[src/design/wdog_pkg.sv]
// Shared constants and types for the application watchdog and host power flags.
// Assumes an 8-bit register port driven by an I2C slave front end elsewhere.
package wdog_pkg;

    localparam logic [7:0] ADDR_ACTION_CFG  = 8'h23;
    localparam logic [7:0] ADDR_BOOT_GRACE  = 8'h24;
    localparam logic [7:0] ADDR_FLASH_COMMIT = 8'h25;
    localparam logic [7:0] ADDR_COUNTDOWN   = 8'h30;
    localparam logic [7:0] ADDR_HOST_UP     = 8'h31;

    localparam logic [7:0] ACTION_OFF       = 8'h00;
    localparam logic [7:0] ACTION_ALERT     = 8'h01;
    localparam logic [7:0] ACTION_HOST_HALT = 8'h02;

    localparam logic [7:0] RST_ACTION_CFG   = 8'h00;
    localparam logic [7:0] RST_BOOT_GRACE   = 8'h02;
    localparam logic [7:0] COMMIT_MAGIC     = 8'h46;
    localparam logic [7:0] ZERO_BYTE        = 8'h00;

    // Persistent image slots
    localparam int         NV_DEPTH         = 2;
    localparam logic [0:0] NV_SLOT_ACTION   = 1'h0;
    localparam logic [0:0] NV_SLOT_GRACE    = 1'h1;

    localparam int         CLOCK_HZ         = 20_000_000;
    localparam int         TICK_SECONDS     = 10;
    localparam int         TICK_CYCLES      = CLOCK_HZ * TICK_SECONDS;

    typedef struct packed {
        logic       wr;
        logic       rd;
        logic [7:0] addr;
        logic [7:0] wdata;
    } reg_req_t;

    typedef enum logic [1:0] {
        PAT_PULSE,
        PAT_STEADY,
        PAT_ERROR_FLASH
    } indicator_pattern_t;

endpackage

[src/design/tick_divider.sv]
// One-cycle enable every COUNT clock cycles.
// Assumes a single clock domain; runs freely from reset.
`timescale 1ns/100ps
module tick_divider
    import wdog_pkg::*;
#(
    parameter int COUNT = TICK_CYCLES
) (
    input  wire logic clock,
    input  wire logic arst_n,
    output logic      tick
);
    // A count below two would leave the enable stuck high
    if (COUNT < 2) begin : g_count_check
        $error("tick_divider COUNT too small");
    end

    logic [31:0] cnt_ff;
    logic [31:0] nxt_cnt;
    logic        nxt_tick;
    logic        tick_ff;

    always_comb begin
        nxt_tick = 1'b0;
        nxt_cnt  = cnt_ff + 32'h0000_0001;
        if (cnt_ff == 32'(COUNT - 1)) begin
            nxt_cnt  = 32'h0000_0000;
            nxt_tick = 1'b1;
        end
    end

    always_ff @(posedge clock or negedge arst_n) begin
        if (!arst_n) begin
            cnt_ff  <= 32'h0000_0000;
            tick_ff <= 1'b0;
        end else begin
            cnt_ff  <= nxt_cnt;
            tick_ff <= nxt_tick;
        end
    end

    assign tick = tick_ff;
endmodule

[src/design/nv_store.sv]
// Small memory that holds the persistent configuration image.
// Read data is registered; contents survive only as long as the clocked store.
`timescale 1ns/100ps
module nv_store
    import wdog_pkg::*;
#(
    parameter int DEPTH = NV_DEPTH
) (
    input  wire logic                     clock,
    input  wire logic                     wr_en,
    input  wire logic [$clog2(DEPTH)-1:0] wr_addr,
    input  wire logic [7:0]               wr_data,
    input  wire logic [$clog2(DEPTH)-1:0] rd_addr,
    output logic      [7:0]               rd_data
);
    if (DEPTH < 2) begin : g_depth_check
        $error("nv_store DEPTH too small");
    end

    logic [7:0] mem [DEPTH];
    logic [7:0] rd_ff;

    always_ff @(posedge clock) begin
        if (wr_en) begin
            mem[wr_addr] <= wr_data;
        end
        rd_ff <= mem[rd_addr];
    end

    assign rd_data = rd_ff;
endmodule

[src/design/app_watchdog.sv]
// Application watchdog and host power-state flag with flash commit.
// Assumes a register port from an I2C slave on the same clock; button,
// battery and shutdown-done inputs are pins and get synchronised here.
//
// Functional notes
// Countdown drops by one per 10 s tick and at zero runs the configured action.
// Action 0x00 disables actions and freezes the countdown.
// Action 0x01 on expiry replaces the indicator pattern with the error flash.
// Action 0x02 on expiry requests a host shutdown through the normal path.
// Host boot report loads the countdown from the grace value, default 2.
// A countdown write while enabled restarts it from the written value.
// Host application, not its daemon, rewrites the countdown regularly.
// Host-running flag stays 0 while power is off or the host boots.
// Daemon sets the flag to 1; indicator goes steady and the button is armed.
// Button press or low battery clears the flag; the daemon may clear it.
// Daemon starts a host shutdown when someone else clears the flag.
// During shutdown the indicator pulses; power drops once shutdown finishes.
// A software write of 0 to the flag starts a system shutdown.
// Writing 0x46 to the commit register stores persistent settings; else ignored.
// The commit register always reads 0.
// Only action and grace are stored; countdown and flag are not.
// After expiry the countdown stays at zero until rewritten or reloaded.
`timescale 1ns/100ps
module app_watchdog
    import wdog_pkg::*;
#(
    parameter int TICK_COUNT = TICK_CYCLES
) (
    input  wire logic               clock,
    input  wire logic               arst_n,
    input  wire reg_req_t           reg_req,
    output logic [7:0]              reg_rdata,
    input  wire logic               host_power_on,
    input  wire logic               button_press,
    input  wire logic               battery_low,
    input  wire logic               shutdown_done,
    output logic                    host_power_en,
    output logic                    host_halt_req,
    output indicator_pattern_t      indicator_pattern,
    output logic                    flash_busy
);
    logic tick;

    tick_divider #(
        .COUNT (TICK_COUNT)
    ) u_tick (
        .clock  (clock),
        .arst_n (arst_n),
        .tick   (tick)
    );

    // Pin synchronisers
    logic [3:0] meta_ff;
    logic [3:0] sync_ff;
    always_ff @(posedge clock or negedge arst_n) begin
        if (!arst_n) begin
            meta_ff <= 4'h0;
            sync_ff <= 4'h0;
        end else begin
            meta_ff <= {host_power_on, button_press, battery_low, shutdown_done};
            sync_ff <= meta_ff;
        end
    end
    logic pwr_s, btn_s, bat_s, done_s;
    assign {pwr_s, btn_s, bat_s, done_s} = sync_ff;

    logic btn_d_ff;
    logic btn_rise;
    always_ff @(posedge clock or negedge arst_n) begin
        if (!arst_n) begin
            btn_d_ff <= 1'b0;
        end else begin
            btn_d_ff <= btn_s;
        end
    end
    assign btn_rise = btn_s && !btn_d_ff;

    function automatic logic is_wr(input reg_req_t r, input logic [7:0] a);
        return r.wr && (r.addr == a);
    endfunction

    // Register and watchdog state
    logic [7:0] action_ff, nxt_action;
    logic [7:0] grace_ff, nxt_grace;
    logic [7:0] count_ff, nxt_count;
    logic       expired_ff, nxt_expired;
    logic       alert_ff, nxt_alert;
    logic       halt_ff, nxt_halt;
    logic       up_ff, nxt_up;
    logic       power_ff, nxt_power;
    logic       shut_ff, nxt_shut;
    logic [7:0] rdata_ff, nxt_rdata;
    logic       enabled;
    logic       boot_report;

    assign enabled     = (action_ff != ACTION_OFF);
    assign boot_report = is_wr(reg_req, ADDR_HOST_UP) && (reg_req.wdata != ZERO_BYTE)
                         && !up_ff && power_ff && !shut_ff;

    always_comb begin
        nxt_action  = action_ff;
        nxt_grace   = grace_ff;
        nxt_count   = count_ff;
        nxt_expired = expired_ff;
        nxt_alert   = alert_ff;
        nxt_halt    = 1'b0;
        if (is_wr(reg_req, ADDR_ACTION_CFG)) begin
            nxt_action = reg_req.wdata;
        end
        if (is_wr(reg_req, ADDR_BOOT_GRACE)) begin
            nxt_grace = reg_req.wdata;
        end
        if (boot_report) begin
            nxt_count   = grace_ff;
            nxt_expired = 1'b0;
            nxt_alert   = 1'b0;
        end else if (is_wr(reg_req, ADDR_COUNTDOWN)) begin
            nxt_count   = reg_req.wdata;
            nxt_expired = 1'b0;
            nxt_alert   = 1'b0;
        end else if (enabled && tick && !expired_ff) begin
            if (count_ff > 8'h01) begin
                nxt_count = count_ff - 8'h01;
            end else begin
                // Zero reached: act once, then hold without wrap
                nxt_count   = 8'h00;
                nxt_expired = 1'b1;
                if (action_ff == ACTION_ALERT) begin
                    nxt_alert = 1'b1;
                end
                if (action_ff == ACTION_HOST_HALT) begin
                    nxt_halt = 1'b1;
                end
            end
        end
        if (!enabled) begin
            nxt_alert = 1'b0;
        end
    end

    // Host power and running flag
    always_comb begin
        nxt_up    = up_ff;
        nxt_power = power_ff;
        nxt_shut  = shut_ff;
        if (pwr_s && !power_ff) begin
            nxt_power = 1'b1;
        end
        if (is_wr(reg_req, ADDR_HOST_UP) && power_ff && !shut_ff) begin
            nxt_up = (reg_req.wdata != ZERO_BYTE);
            if (reg_req.wdata == ZERO_BYTE && up_ff) begin
                nxt_shut = 1'b1;
            end
        end
        if (up_ff && (btn_rise || bat_s || halt_ff)) begin
            nxt_up   = 1'b0;
            nxt_shut = 1'b1;
        end
        if (shut_ff && done_s) begin
            nxt_power = 1'b0;
            nxt_shut  = 1'b0;
        end
        if (!power_ff) begin
            nxt_up = 1'b0;
        end
    end

    // Persistent image commit
    logic       commit_ff, nxt_commit;
    logic [0:0] slot_ff, nxt_slot;
    logic       nv_we;
    logic [7:0] nv_wdata;
    logic [7:0] nv_rdata;

    always_comb begin
        nxt_commit = commit_ff;
        nxt_slot   = slot_ff;
        nv_we      = 1'b0;
        nv_wdata   = action_ff;
        if (commit_ff) begin
            nv_we    = 1'b1;
            nv_wdata = (slot_ff == NV_SLOT_ACTION) ? action_ff : grace_ff;
            nxt_slot = slot_ff + 1'b1;
            if (slot_ff == NV_SLOT_GRACE) begin
                nxt_commit = 1'b0;
            end
        end else if (is_wr(reg_req, ADDR_FLASH_COMMIT)
                     && reg_req.wdata == COMMIT_MAGIC) begin
            nxt_commit = 1'b1;
            nxt_slot   = NV_SLOT_ACTION;
        end
    end

    nv_store #(
        .DEPTH (NV_DEPTH)
    ) u_nv (
        .clock   (clock),
        .wr_en   (nv_we),
        .wr_addr (slot_ff),
        .wr_data (nv_wdata),
        .rd_addr (NV_SLOT_ACTION),
        .rd_data (nv_rdata)
    );

    always_comb begin
        nxt_rdata = ZERO_BYTE;
        if (reg_req.rd) begin
            unique case (reg_req.addr)
                ADDR_ACTION_CFG:   nxt_rdata = action_ff;
                ADDR_BOOT_GRACE:   nxt_rdata = grace_ff;
                ADDR_FLASH_COMMIT: nxt_rdata = ZERO_BYTE;
                ADDR_COUNTDOWN:    nxt_rdata = count_ff;
                ADDR_HOST_UP:      nxt_rdata = {7'h00, up_ff};
                default:           nxt_rdata = ZERO_BYTE;
            endcase
        end
    end

    always_ff @(posedge clock or negedge arst_n) begin
        if (!arst_n) begin
            action_ff  <= RST_ACTION_CFG;
            grace_ff   <= RST_BOOT_GRACE;
            count_ff   <= 8'h00;
            expired_ff <= 1'b0;
            alert_ff   <= 1'b0;
            halt_ff    <= 1'b0;
            up_ff      <= 1'b0;
            power_ff   <= 1'b0;
            shut_ff    <= 1'b0;
            commit_ff  <= 1'b0;
            slot_ff    <= NV_SLOT_ACTION;
            rdata_ff   <= 8'h00;
        end else begin
            action_ff  <= nxt_action;
            grace_ff   <= nxt_grace;
            count_ff   <= nxt_count;
            expired_ff <= nxt_expired;
            alert_ff   <= nxt_alert;
            halt_ff    <= nxt_halt;
            up_ff      <= nxt_up;
            power_ff   <= nxt_power;
            shut_ff    <= nxt_shut;
            commit_ff  <= nxt_commit;
            slot_ff    <= nxt_slot;
            rdata_ff   <= nxt_rdata;
        end
    end

    // Output registers
    indicator_pattern_t pat_ff, nxt_pat;
    always_comb begin
        nxt_pat = PAT_PULSE;
        if (up_ff) begin
            nxt_pat = PAT_STEADY;
        end
        // Flash replaces only the running pattern; shutdown pulsing stays visible
        if (alert_ff && up_ff) begin
            nxt_pat = PAT_ERROR_FLASH;
        end
    end

    logic power_o_ff, halt_o_ff, busy_o_ff;
    always_ff @(posedge clock or negedge arst_n) begin
        if (!arst_n) begin
            pat_ff     <= PAT_PULSE;
            power_o_ff <= 1'b0;
            halt_o_ff  <= 1'b0;
            busy_o_ff  <= 1'b0;
        end else begin
            pat_ff     <= nxt_pat;
            power_o_ff <= nxt_power;
            halt_o_ff  <= nxt_shut;
            busy_o_ff  <= nxt_commit;
        end
    end

    assign reg_rdata         = rdata_ff;
    assign host_power_en     = power_o_ff;
    assign host_halt_req     = halt_o_ff;
    assign indicator_pattern = pat_ff;
    assign flash_busy        = busy_o_ff;

    AST_FROZEN_OFF: assert property (@(posedge clock) disable iff (!arst_n)
        (action_ff == ACTION_OFF && !reg_req.wr) |=> $stable(count_ff))
        else $error("countdown moved while off");
    AST_DECREMENT: assert property (@(posedge clock) disable iff (!arst_n)
        (enabled && tick && !reg_req.wr && count_ff > 8'h01)
        |=> count_ff == $past(count_ff) - 8'h01)
        else $error("countdown did not decrement");
    AST_ALERT: assert property (@(posedge clock) disable iff (!arst_n)
        (action_ff == ACTION_ALERT && tick && !reg_req.wr && count_ff <= 8'h01 && !expired_ff)
        |=> alert_ff)
        else $error("alert not raised");
    AST_HALT: assert property (@(posedge clock) disable iff (!arst_n)
        (action_ff == ACTION_HOST_HALT && tick && !reg_req.wr && count_ff <= 8'h01
         && !expired_ff) |=> halt_ff)
        else $error("halt not requested");
    AST_GRACE: assert property (@(posedge clock) disable iff (!arst_n)
        boot_report |=> count_ff == $past(grace_ff))
        else $error("grace not loaded");
    AST_RESTART: assert property (@(posedge clock) disable iff (!arst_n)
        (is_wr(reg_req, ADDR_COUNTDOWN) && !boot_report) |=> count_ff == $past(reg_req.wdata))
        else $error("countdown not restarted");
    AST_FLAG_OFF: assert property (@(posedge clock) disable iff (!arst_n)
        !power_ff |=> !up_ff)
        else $error("flag set while power off");
    AST_BUTTON: assert property (@(posedge clock) disable iff (!arst_n)
        (up_ff && btn_rise) |=> !up_ff && shut_ff)
        else $error("button did not clear flag");
    AST_SW_HALT: assert property (@(posedge clock) disable iff (!arst_n)
        (up_ff && power_ff && !shut_ff && is_wr(reg_req, ADDR_HOST_UP)
         && reg_req.wdata == ZERO_BYTE) |=> ##1 host_halt_req)
        else $error("write of zero did not halt");
    AST_COMMIT: assert property (@(posedge clock) disable iff (!arst_n)
        (!commit_ff && is_wr(reg_req, ADDR_FLASH_COMMIT) && reg_req.wdata != COMMIT_MAGIC)
        |=> !commit_ff)
        else $error("commit on wrong value");
    AST_READ_ZERO: assert property (@(posedge clock) disable iff (!arst_n)
        (reg_req.rd && reg_req.addr == ADDR_FLASH_COMMIT) |=> reg_rdata == 8'h00)
        else $error("commit register read nonzero");
    AST_HOLD_ZERO: assert property (@(posedge clock) disable iff (!arst_n)
        (expired_ff && !reg_req.wr) |=> count_ff == 8'h00)
        else $error("countdown wrapped");
    AST_PULSE_SHUT: assert property (@(posedge clock) disable iff (!arst_n)
        shut_ff |=> indicator_pattern == PAT_PULSE)
        else $error("indicator not pulsing in shutdown");
    AST_NV_ACTION: assert property (@(posedge clock) disable iff (!arst_n)
        (commit_ff && slot_ff == NV_SLOT_ACTION) |=> ##1 nv_rdata == $past(action_ff, 2))
        else $error("action not stored");

    COV_EXPIRE: cover property (@(posedge clock) disable iff (!arst_n) $rose(expired_ff));
    COV_RUNNING: cover property (@(posedge clock) disable iff (!arst_n) $rose(up_ff));
    COV_POWEROFF: cover property (@(posedge clock) disable iff (!arst_n) $fell(power_ff));
    COV_COMMIT: cover property (@(posedge clock) disable iff (!arst_n) $rose(commit_ff));
endmodule

[config.mk]
export PLATFORM = sky130hd
export DESIGN_NAME = app_watchdog
export DESIGN_NICKNAME = d
export VERILOG_FILES = /design/src/design/wdog_pkg.sv /design/src/design/tick_divider.sv /design/src/design/nv_store.sv /design/src/design/app_watchdog.sv
export SDC_FILE = /design/constraint.sdc
export NUM_CORES = 1
export LEC_CHECK = 0
export ABC_CLOCK_PERIOD_IN_PS = 2000
export BUFFER_PORTS_ARGS = -buffer_cell sky130_fd_sc_hd__buf_2
export CAP_MARGIN = 20
export CORE_MARGIN = 2
export CORE_UTILIZATION = 50
export DETAILED_ROUTE_END_ITERATION = 7
export GPL_ROUTABILITY_DRIVEN = 0
export PLACE_DENSITY_LB_ADDON = 0.1
export SYNTH_ARGS = -nofsm -noshare
export SYNTH_HDL_FRONTEND = slang
export SYNTH_SLANG_ARGS = --single-unit
export TNS_END_PERCENT = 50
[constraint.sdc]
create_clock -name clock -period 2 [get_ports clock]
set_clock_uncertainty 0.15 [all_clocks]
set_input_delay 0.1 -clock clock [delete_from_list [all_inputs] [get_ports clock]]
set_output_delay 0.1 -clock clock [all_outputs]
set_load 0.1 [all_outputs]
Word level (Yosys, flattened, before mapping)
Cells that the tools add are included.
Widths: inputs -> output; s select.
{ "totals": {"in_bits": 24, "wordCells": 113, "register_bits": 84} }
{ "op_classes": {"mux": 39, "magnitude_cmp": 1, "add_sub_neg": 3, "eq_ne": 14, "n_reduce_logical": 38} }
{ "op_table": {"columns": ["cell", "n"], "rows": [
  ["$eq 8x6->1 const B", 5],
  ["$mux 8", 5],
  ["$add 32x1->32 const B", 1],
  ["$eq 32x28->1 const B", 1],
  ["$mux 32", 1],
  ["$pmux 8 s4", 1],
  ["$mux 1", 31],
  ["$logic_and 1x1->1", 20],
  ["$reduce_bool 8->1", 2],
  ["$reduce_bool 3->1", 3],
  ["$eq 8x1->1 const B", 1],
  ["$eq 8x2->1 const B", 1],
  ["$eq 8x7->1 const B", 1],
  ["$gt 8x1->1 const B", 1],
  ["$logic_not 8->1", 1],
  ["$ne 4x1->1 const B", 2],
  ["$sub 8x1->8 const B", 1],
  ["$logic_not 1->1", 5],
  ["$ne 4x4->1 const B", 1],
  ["$reduce_and 2->1", 2],
  ["$reduce_bool 2->1", 2],
  ["$ne 3x1->1 const B", 1],
  ["$ne 3x3->1 const B", 1],
  ["$reduce_and 3->1", 1],
  ["3 further kinds", 4]
]} }

Logic depth before layout (Yosys ltp)
Gate-level depths: netlist of run 1.
{ "logic_depth": {"depth_word": 8, "depth_mapped": 7} }

Hierarchy
A second synthesis of run 1 with hierarchy kept.
{ "hier_totals": {"cells_unflattened": 390, "area_unflattened_um2": 4129.0} }
{ "modules_own_cells": {"columns": ["mod", "seq_area_each_um2", "cells_per_inst", "area_each_um2", "n_inst"], "rows": [
  ["app_watchdog", 1277.5, 215, 2406.1, 1],
  ["tick_divider", 825.8, 175, 1722.9, 1]
]} }

Least setup slack after synthesis of run 1
OpenSTA, ideal clock, no wires.
{ "synth_path": {"path_type": "flip-flop to flip-flop", "start": "reg, netlist name host_power_en", "end": "reg count_ff[2]", "setup_ns": 0.128, "slack_ns": -0.161, "synth_period_minus_slack_ns": 2.161, "arrival_ns": 1.883, "n_path_buf": 0, "path_stages_with_launch": 6, "path_cell_list": "dfrtp_1 -> nor2b_1 -> nand4_1 -> nor3_2 -> nor3_2 -> o2bb2ai_1"} }
{ "synth_rtl": {"columns": ["element", "line", "source"], "rows": [
  ["end signal, assigned", "app_watchdog.sv:236", "count_ff <= nxt_count;"],
  ["end, declared", "app_watchdog.sv:85", "logic [7:0] count_ff, nxt_count;"]
]} }

Worst setup path after layout of run 1
{ "layout_path": {"start": "reg action_ff[1]", "end": "reg count_ff[0]"} }
{ "layout_via": {"elab_chain_cells": 4} }
{ "layout_rtl": {"columns": ["element", "line", "source"], "rows": [
  ["start, declared", "app_watchdog.sv:83", "logic [7:0] action_ff, nxt_action;"],
  ["start signal, assigned", "app_watchdog.sv:234", "action_ff <= nxt_action;"],
  ["$reduce_bool 8->1", "app_watchdog.sv:96", "assign enabled = (action_ff != ACTION_OFF);"],
  ["$logic_and 1x1->1 (2 in series)", "app_watchdog.sv:121", "end else if (enabled && tick && !expired_ff) begin"],
  ["$reduce_bool 3->1 (no line)", null, null]
]} }
No other way between the ends.
A chain may end at the register's enable or synchronous reset.

==> summary.md, run 1 <==
The total vias in the final route is 3218, and the number of top-level pins is 37. The first global-routing pass estimated 15300 um of wire. The final reports fail on negative setup slack. Counting every net in the synthesized netlist gives 389.

The average wire per cell in the routed design is 16.8 um, and the mean area per synthesized cell is 11.0 sq um. The tools report the root buffer cell as sky130_fd_sc_hd__clkbuf_8. For this design the ratio of total power to cell area is 709 mW/mm^2.

The placed instances occupy a cell area of 0.00447 sq mm. For the maximum root-to-sink buffer count, the log shows 2. Total of max-cap violations: 0. The detailed router's first-iteration violation count is 212, and the transition time of the tightest slew-check pin is 0.484 ns. STA puts the critical path data required time at 2.09 ns. The Yosys step of the flow raised 0 warnings.

The number of global-route vias before repair is 3134, and the number of sinks on the clock net is 84. The flow ran to the end, but the final reports show violations. The floorplan step defined a die boundary enclosing 0.00868 sq mm. In the layout the commonest cells are sky130_fd_sc_hd__dfrtp_1 (80), sky130_fd_sc_hd__nor2_1 (44), sky130_fd_sc_hd__buf_2 (35). The largest net degree at the start of global routing came out at 60. Cells fill 64.2% of the core in the end. For met2 alone, demand over resource in global routing was 36.4%. Summing every instance area after synthesis gives 0.00398 sq mm. The count of buffers added on input and output ports is 36. The primary flip-flop cell chosen by synthesis mapping is sky130_fd_sc_hd__dfrtp_1. The global routing usage on met1 is 30.6%, and the accumulated negative setup slack is -0.00266 ns.

TritonCTS created 9 clock buffers. In this run the static leakage power is 2.31 nW. In this run, synthesis produced a sequential element count of 84. The post-DP HPWL is 6140 um. Walking the worst path, the cells encountered are or4_4 > o211a_4 > a211o_4 > o21ai_2 > o22ai_1. Derived from the worst setup path, the maximum achievable clock frequency is 499 MHz. After synthesis, flip-flops and latches occupy 52.9% of the total area. In the routed layout, each cell is associated on average with a via count of 5.78. The path class of the lowest-slack min-delay path is primary input to asynchronous set/reset pin.

The most frequent standard cell in the layout excluding fill and tap cells was sky130_fd_sc_hd__dfrtp_1. The clock reaches the later pin of the worst-skew pair after 0.36 ns. The tools report the final setup slack of the worst path as -0.00266 ns.

The tools report the count of antenna diodes in the layout as 0. The total setup violations reported at the end of the flow is 1. The fraction of final layout cells with drive strength greater than 1 was 29.9%. The final cycle utilization of the critical path came out at 100%. Filler cell count in the final layout: 618. The final hold violation count is 0.

The share of async-settable or async-resettable flops after synthesis is 100%, and the number of rows created at floorplan is 32. For this run, global-route usage on met3 was measured as 4.03%. After global routing the overflow that remains totals 0. On the worst path, the slowest cell contributes a delay of 0.54 ns. Headroom to the max-slew limit came out at 67.9%. The initial utilization of the core area, before any placement, comes to 51.5%. The minimum clock period was 2.00 ns.

The worst hold-check slack was 0.0396 ns. Post-detailed-routing wire length: 9370 um. The global routing's busiest layer was met2.

In the synthesized netlist, the number of instances is 362. Clock-pin slew was measured on the worst setup and hold paths at 0.10 ns. The final net count is 477.

The die is 93.2 um wide. Counting distinct cell types in the post-synthesis netlist gives 53. Die height: 93.2 um. TritonCTS built the clock tree.

STA classifies the critical path endpoint as a register. The total count of max-transition violations in the final report came out at 0. Total routing usage reported by global routing: 22.5%. The critical path is of the register to register type. The maximum net fanout on the critical path was 5. Power comes to 3.52 mW. The CTS H-tree depth came out at 3.

STA puts the critical path data arrival time at 2.09 ns. Setup repair after global routing could not meet its margin everywhere. The worst-case IR drop observed on VDD is 0.000391 V.

The area growth from synthesis to layout is 24.8%. The worst setup path is launched from a register. DRC violation count after routing: 0.

Among all stages on the critical path, the largest delay is contributed by sky130_fd_sc_hd__or4_4. The summed area of non-filler cells in the final layout came out at 0.00496 sq mm. The logs give 0 for the initial antenna violation count and 0.00773 sq mm for the placeable core region.

The number of enable-type register cells in the synthesized netlist is 0. Once detail routing completed, the nets flagged for antenna violations numbered 0. For this run, the detailed router's first-pass iteration total came to 5.
==> registers in the layout, summed over array words and instances, names as in the netlist <==
signal / count
action_ff: 8
u_tick.cnt_ff: 32
up_ff: 1
sync_ff: 4
reg_rdata: 8
alert_ff: 1
halt_ff: 1
btn_d_ff: 1
slot_ff: 1
count_ff: 8
host_halt_req: 1
grace_ff: 8
host_power_en: 1
meta_ff: 4
expired_ff: 1
indicator_pattern: 2
u_tick.tick: 1
flash_busy: 1
==> worst paths after layout <==
kind                                    from      endpoint  slack, ns  cells past startpoint
worst max-delay path            action_ff[1]   count_ff[0]     -0.003                      5
worst min-delay path                  arst_n   grace_ff[0]       0.04                      2
worst max register to register  action_ff[1]   count_ff[0]     -0.003                      5
worst min register to register    meta_ff[3]    sync_ff[3]       0.21                      0
max in group asynchronous             arst_n   grace_ff[1]       1.02                      3
min in group clock                reg_req[8]  reg_rdata[4]       0.09                      4
==> cell usage after synthesis (all sizes together) (2+ instances only) <==
master,instances,share of area [%]
nor2,48,4.6
a21oi,8,1.0
ha,3,0.94
inv,7,0.66
o21ai,9,1.1
xnor2,13,2.9
mux2,17,4.8
and4,3,0.66
dfrtp,83,52
xor2,21,4.6
nor4b,5,1.6
a222oi,4,1.0
o22ai,2,0.31
nand2b,4,0.63
nand3,21,2.9
a221oi,6,1.3
o2bb2ai,5,1.1
a211oi,3,0.57
o31ai,3,0.69
nor2b,4,0.63
nor4,4,0.79
nand4,11,1.7
clkbuf,2,0.19
and2,5,0.82
nor3,13,2.1
or4,6,1.3
nand2,25,2.4
nor3b,3,0.98
a22oi,4,0.75
buf,4,0.63
and3,7,1.1
==> critical path, delay by kind of cell (launching register included) <==
| family | cells | cell delay, ns |
|---|---|---|
| AND/OR/NAND/NOR | 1 | 0.54 |
| flip-flops | 1 | 0.38 |
| AO/OA/AOI/OAI | 4 | 0.82 |
==> logic make-up (layout without fill, tap and decap cells) <==
group                    count (synthesis)  count (layout)  share of synthesized area (%)
multiplexers                            17              17                           4.81
AND/OR/NAND/NOR                        162             162                           23.0
flip-flops                              84              84                           52.9
AO/OA/AOI/OAI                           49              50                           9.37
adder cells (fa/ha/maj)                  3               3                          0.944
buffers and inverters                   13             105                           1.48
XOR/XNOR                                34              34                           7.49
==> repair_timing <==
item | CTS | global route
endpoints found under the setup margin | 8 | 26
setup buffers | 0 | 2
gates cloned | 0 | 1
pin swaps | 1 | 8
hold buffers | 18 | 0
gates resized for setup | 2 | 24
hold endpoints to repair | 114 | 0
==> stage by stage <==
stage,worst slack [ns],cells
floorplan,0.0508,362
global placement,-0.00168,520
detailed placement,-0.0441,520
CTS,0.00251,554
global route,-0.0474,557
finish,-0.00266,557
==> report_power, final <==
group	switching, mW	total [mW]	internal (mW)
clock network	0.709	1.20	0.487
registers	0.0442	1.80	1.76
logic	0.340	0.524	0.184
total	1.09	3.52	2.43
==> final cells by class <==
class,count,area (sq um),share of cell area [%]
sequential,84,2110,42.5
timing repair buffer,82,602,12.1
clock buffer,9,124,2.50
multi-input combinational,266,1910,38.5
clock inverter,7,65.1,1.31
inverter,7,26.3,0.529
tap,102,128,2.57
==> routing by layer <==
metal / part of all wire, % / routed length [um] / up-vias
li1: - / - / 1497
met2: 48 / 4510 / 141
met5: 0 / 0 / -
met4: 2.0 / 191 / 0
met1: 43 / 4020 / 1557
met3: 6.8 / 641 / 23
(Power assumes the default switching activity.)
==> run 2: changes to the inputs <==
- PLACE_DENSITY: unset -> 0.77
- PLACE_DENSITY_LB_ADDON: 0.1 -> unset
==> run 2 against run 1 <==
Against the previous run: non-clock buffer count is 3 lower; largest cell class unchanged; the run still ends with negative setup slack left; sequential share of layout area is 0.22 points higher; core utilization fell by 0.37 points; clock-buffer cell count up 2.
==> summary.md, run 2 (same netlist as run 1, synthesis figures left out) <==
The flow ran to the end, but the final reports show violations. The final reports fail on negative setup slack. Setup repair after global routing could not meet its margin everywhere.

Endpoint kind of the worst setup timing path: a register. The power spent charging and discharging nets came out at 0.987 mW (-9.7%). The die height was 93.2 um (unchanged). The flip-flop and latch area came out at 0.00211 sq mm (about the same). The post-DP HPWL came out at 6200 um (+0.94%). The logs give 0 (unchanged) for the initial antenna violation count and 50.4% (-0.8 points) for the register share of total power. The highest clock rate is 498 MHz (-0.18%), and the wire length of the first global-routing pass is 15200 um (-0.27%). The top register by number of flip-flops was u_tick.cnt_ff.

The clock edge transition at the registers on the reported setup and hold paths is 0.09 ns (about the same), and the count of antenna diodes in the layout is 0 (unchanged). TritonCTS built the clock tree. The DRC violation count after routing is 0 (unchanged). For the total of max-cap violations, the log shows 0 (unchanged).

The number of buffers inserted by port buffering came out at 36 (unchanged). STA classifies the critical path startpoint as a register. The final cycle utilization of the critical path was 100% (+0.18 points); the static leakage was 2.30 nW (-0.70%). The placed cell area was 0.00447 sq mm (unchanged); the number of buffers created by CTS was 9 (unchanged).

The final net count came out at 473 (-0.84%). The die width works out to 93.2 um (unchanged). The logs give 2.08 ns (about the same) for the required time at the endpoint of the critical path and 32 (unchanged) for the number of rows created at floorplan. The vias per cell is 5.83 (+0.94%). The summed area of non-filler cells in the final layout was 0.00493 sq mm (-0.58%); the total count of max-transition violations in the final report was 0 (unchanged). The total setup violations reported at the end of the flow is 1 (unchanged), and the maximum net fanout on the critical path is 10 (+5). The number of detailed-routing iterations run before antenna repair came out at 8 (+3). The run gives 34.7% (+0.7 points) as the clock power share.

The total area of multi-input combinational cells was 0.00191 sq mm (-0.33%). The min-delay analysis places its worst path in the category primary input to register. The logs give 585 (-5.3%) for the filler cell count in the final layout and 9000 um (-3.9%) for the post-detailed-routing wire length.

The placeable core region is 0.00773 sq mm (unchanged). The combinational group share of total power is 14.8% (about the same), and the total power per unit cell area is 724 mW/mm^2 (+2.1%). The logs give 37 (unchanged) for the number of top-level pins and -0.00632 ns (-0.00365 ns) for the final setup slack of the worst path. The accumulated negative setup slack came out at -0.00632 ns (-0.00365 ns). The total vias in the final route was 3225 (+0.22%).

The tools report the maximum root-to-sink buffer count as 2 (unchanged). Root buffer cell: sky130_fd_sc_hd__clkbuf_8. The fraction of final layout cells with drive strength greater than 1 is 29.3% (-0.62 points), and the internal power is 2.59 mW (+6.6%). The tools report the final hold violation count as 0 (unchanged).

Largest net degree at the start of global routing: 38 (-37%). The logs give 0 (unchanged) for the remaining number of nets flagged by the antenna check after routing and 0.000443 V (+13%) for the worst supply voltage drop on vdd. The average wire per cell in the routed design was 16.3 um (-3.2%); the worst-skew pair later-pin latency was 0.35 ns (about the same). Switching fraction of total power: 27.6% (-3.4 points). The number of sinks on the clock net is 84 (unchanged).

The worst hold-check slack was 0.0165 ns (-0.0232 ns); the CTS H-tree depth was 3 (unchanged). The worst slew slack as a fraction of its limit came out at 65.4% (-2.5 points). The worst slack at placement was -0.0329 ns (+0.0112 ns); the area added between synthesis and finish was 24.1%.

The tools report the number of global-route vias before repair as 3256 (+3.9%). Leaving out fill and tap cells, the most frequent cell in the layout is sky130_fd_sc_hd__dfrtp_1. Startpoint-to-endpoint class of the critical path: register to register. The area of the die came out at 0.00868 sq mm (unchanged). Transition time of the tightest slew-check pin: 0.517 ns (+0.0332 ns).

The final core area utilization came out at 63.9% (-0.37 points). The arrival time at the worst endpoint came out at 2.09 ns (about the same). The flip-flop count of the largest register, all copies and words added came out at 32 (unchanged).

The tools report the initial core utilization as 51.5% (unchanged). The total congestion overflow is 0 (unchanged), and the total routing usage reported by global routing is 22.5% (-0.050 points). Minimum clock period: 2.01 ns (+0.00365 ns). In the layout the commonest cells are sky130_fd_sc_hd__dfrtp_1 (81), sky130_fd_sc_hd__nor2_1 (45), sky130_fd_sc_hd__buf_2 (35). The detailed router's first-iteration violation count came out at 190 (-10%).
[run 2: changes by cell type in the layout (fill, tap and decap cells not counted), sizes merged]
cell / before / now
a211o: 2 / 1
buf: 64 / 63
bufinv: 0 / 1
clkbuf: 9 / 11
clkinv: 0 / 3
dlygate4sd3: 18 / 16
inv: 13 / 7
[run 2: what timing repair did]
item | 4_1_cts | 5_1_grt
resized for setup | 2 | 18
hold buffers | 16 | 0
pin swaps | 1 | 4
setup endpoints to repair | 8 | 10
hold endpoints to repair | 116 | 0
buffers inserted | 0 | 1
[run 2: layer usage]
layer	global-route usage (%)	share of wire (%)
met1	28.6	41
met2	36.9	50
met3	6.53	7.0
met4	7.84	1.8
met5	0	0
[run 2: worst max-delay path, cell delays in order, from the launching register on]
cell	delay, ns
sky130_fd_sc_hd__dfrtp_1	0.38
sky130_fd_sc_hd__or4_4	0.55
sky130_fd_sc_hd__o211a_4	0.30
sky130_fd_sc_hd__a211o_4	0.31
sky130_fd_sc_hd__o21ai_0	0.11
sky130_fd_sc_hd__o2bb2ai_1	0.09
[run 2: path summary, 6_finish.rpt]
check / from / to / slack (ns) / cells past startpoint
setup reg to reg: action_ff[2] / count_ff[6] / -0.006 / 5
max in group asynchronous: arst_n / u_tick.cnt_ff[5] / 1.06 / 3
setup / recovery: action_ff[2] / count_ff[6] / -0.006 / 5
hold reg to reg: meta_ff[0] / sync_ff[0] / 0.20 / 0
hold / removal: reg_req[14] / flash_busy / 0.02 / 4
min in group asynchronous: arst_n / flash_busy / 0.03 / 2
[run 2: power by group through the flow]
stage | Sequential (mW) | Clock, mW | Combinational, mW
floorplan | 1.97 | 0 | 0.157
global placement | 1.83 | 0 | 0.451
detailed placement | 1.83 | 0 | 0.462
CTS | 1.80 | 1.28 | 0.490
global route | 1.81 | 1.35 | 0.571
finish | 1.80 | 1.24 | 0.530
[run 2: cell type report]
type,count,share of cell area (%)
clock buffers,11,3.07
inverters,7,0.532
flip-flops and latches,84,42.7
multi-input cells,265,38.6
repair buffers,79,11.3
well taps,102,2.59
clock inverters,5,1.22
[run 2: per-stage QoR]
step | std cells | power, mW
floorplan | 362 | 2.12
global placement | 520 | 2.28
detailed placement | 520 | 2.30
CTS | 552 | 3.57
global route | 553 | 3.73
finish | 553 | 3.57
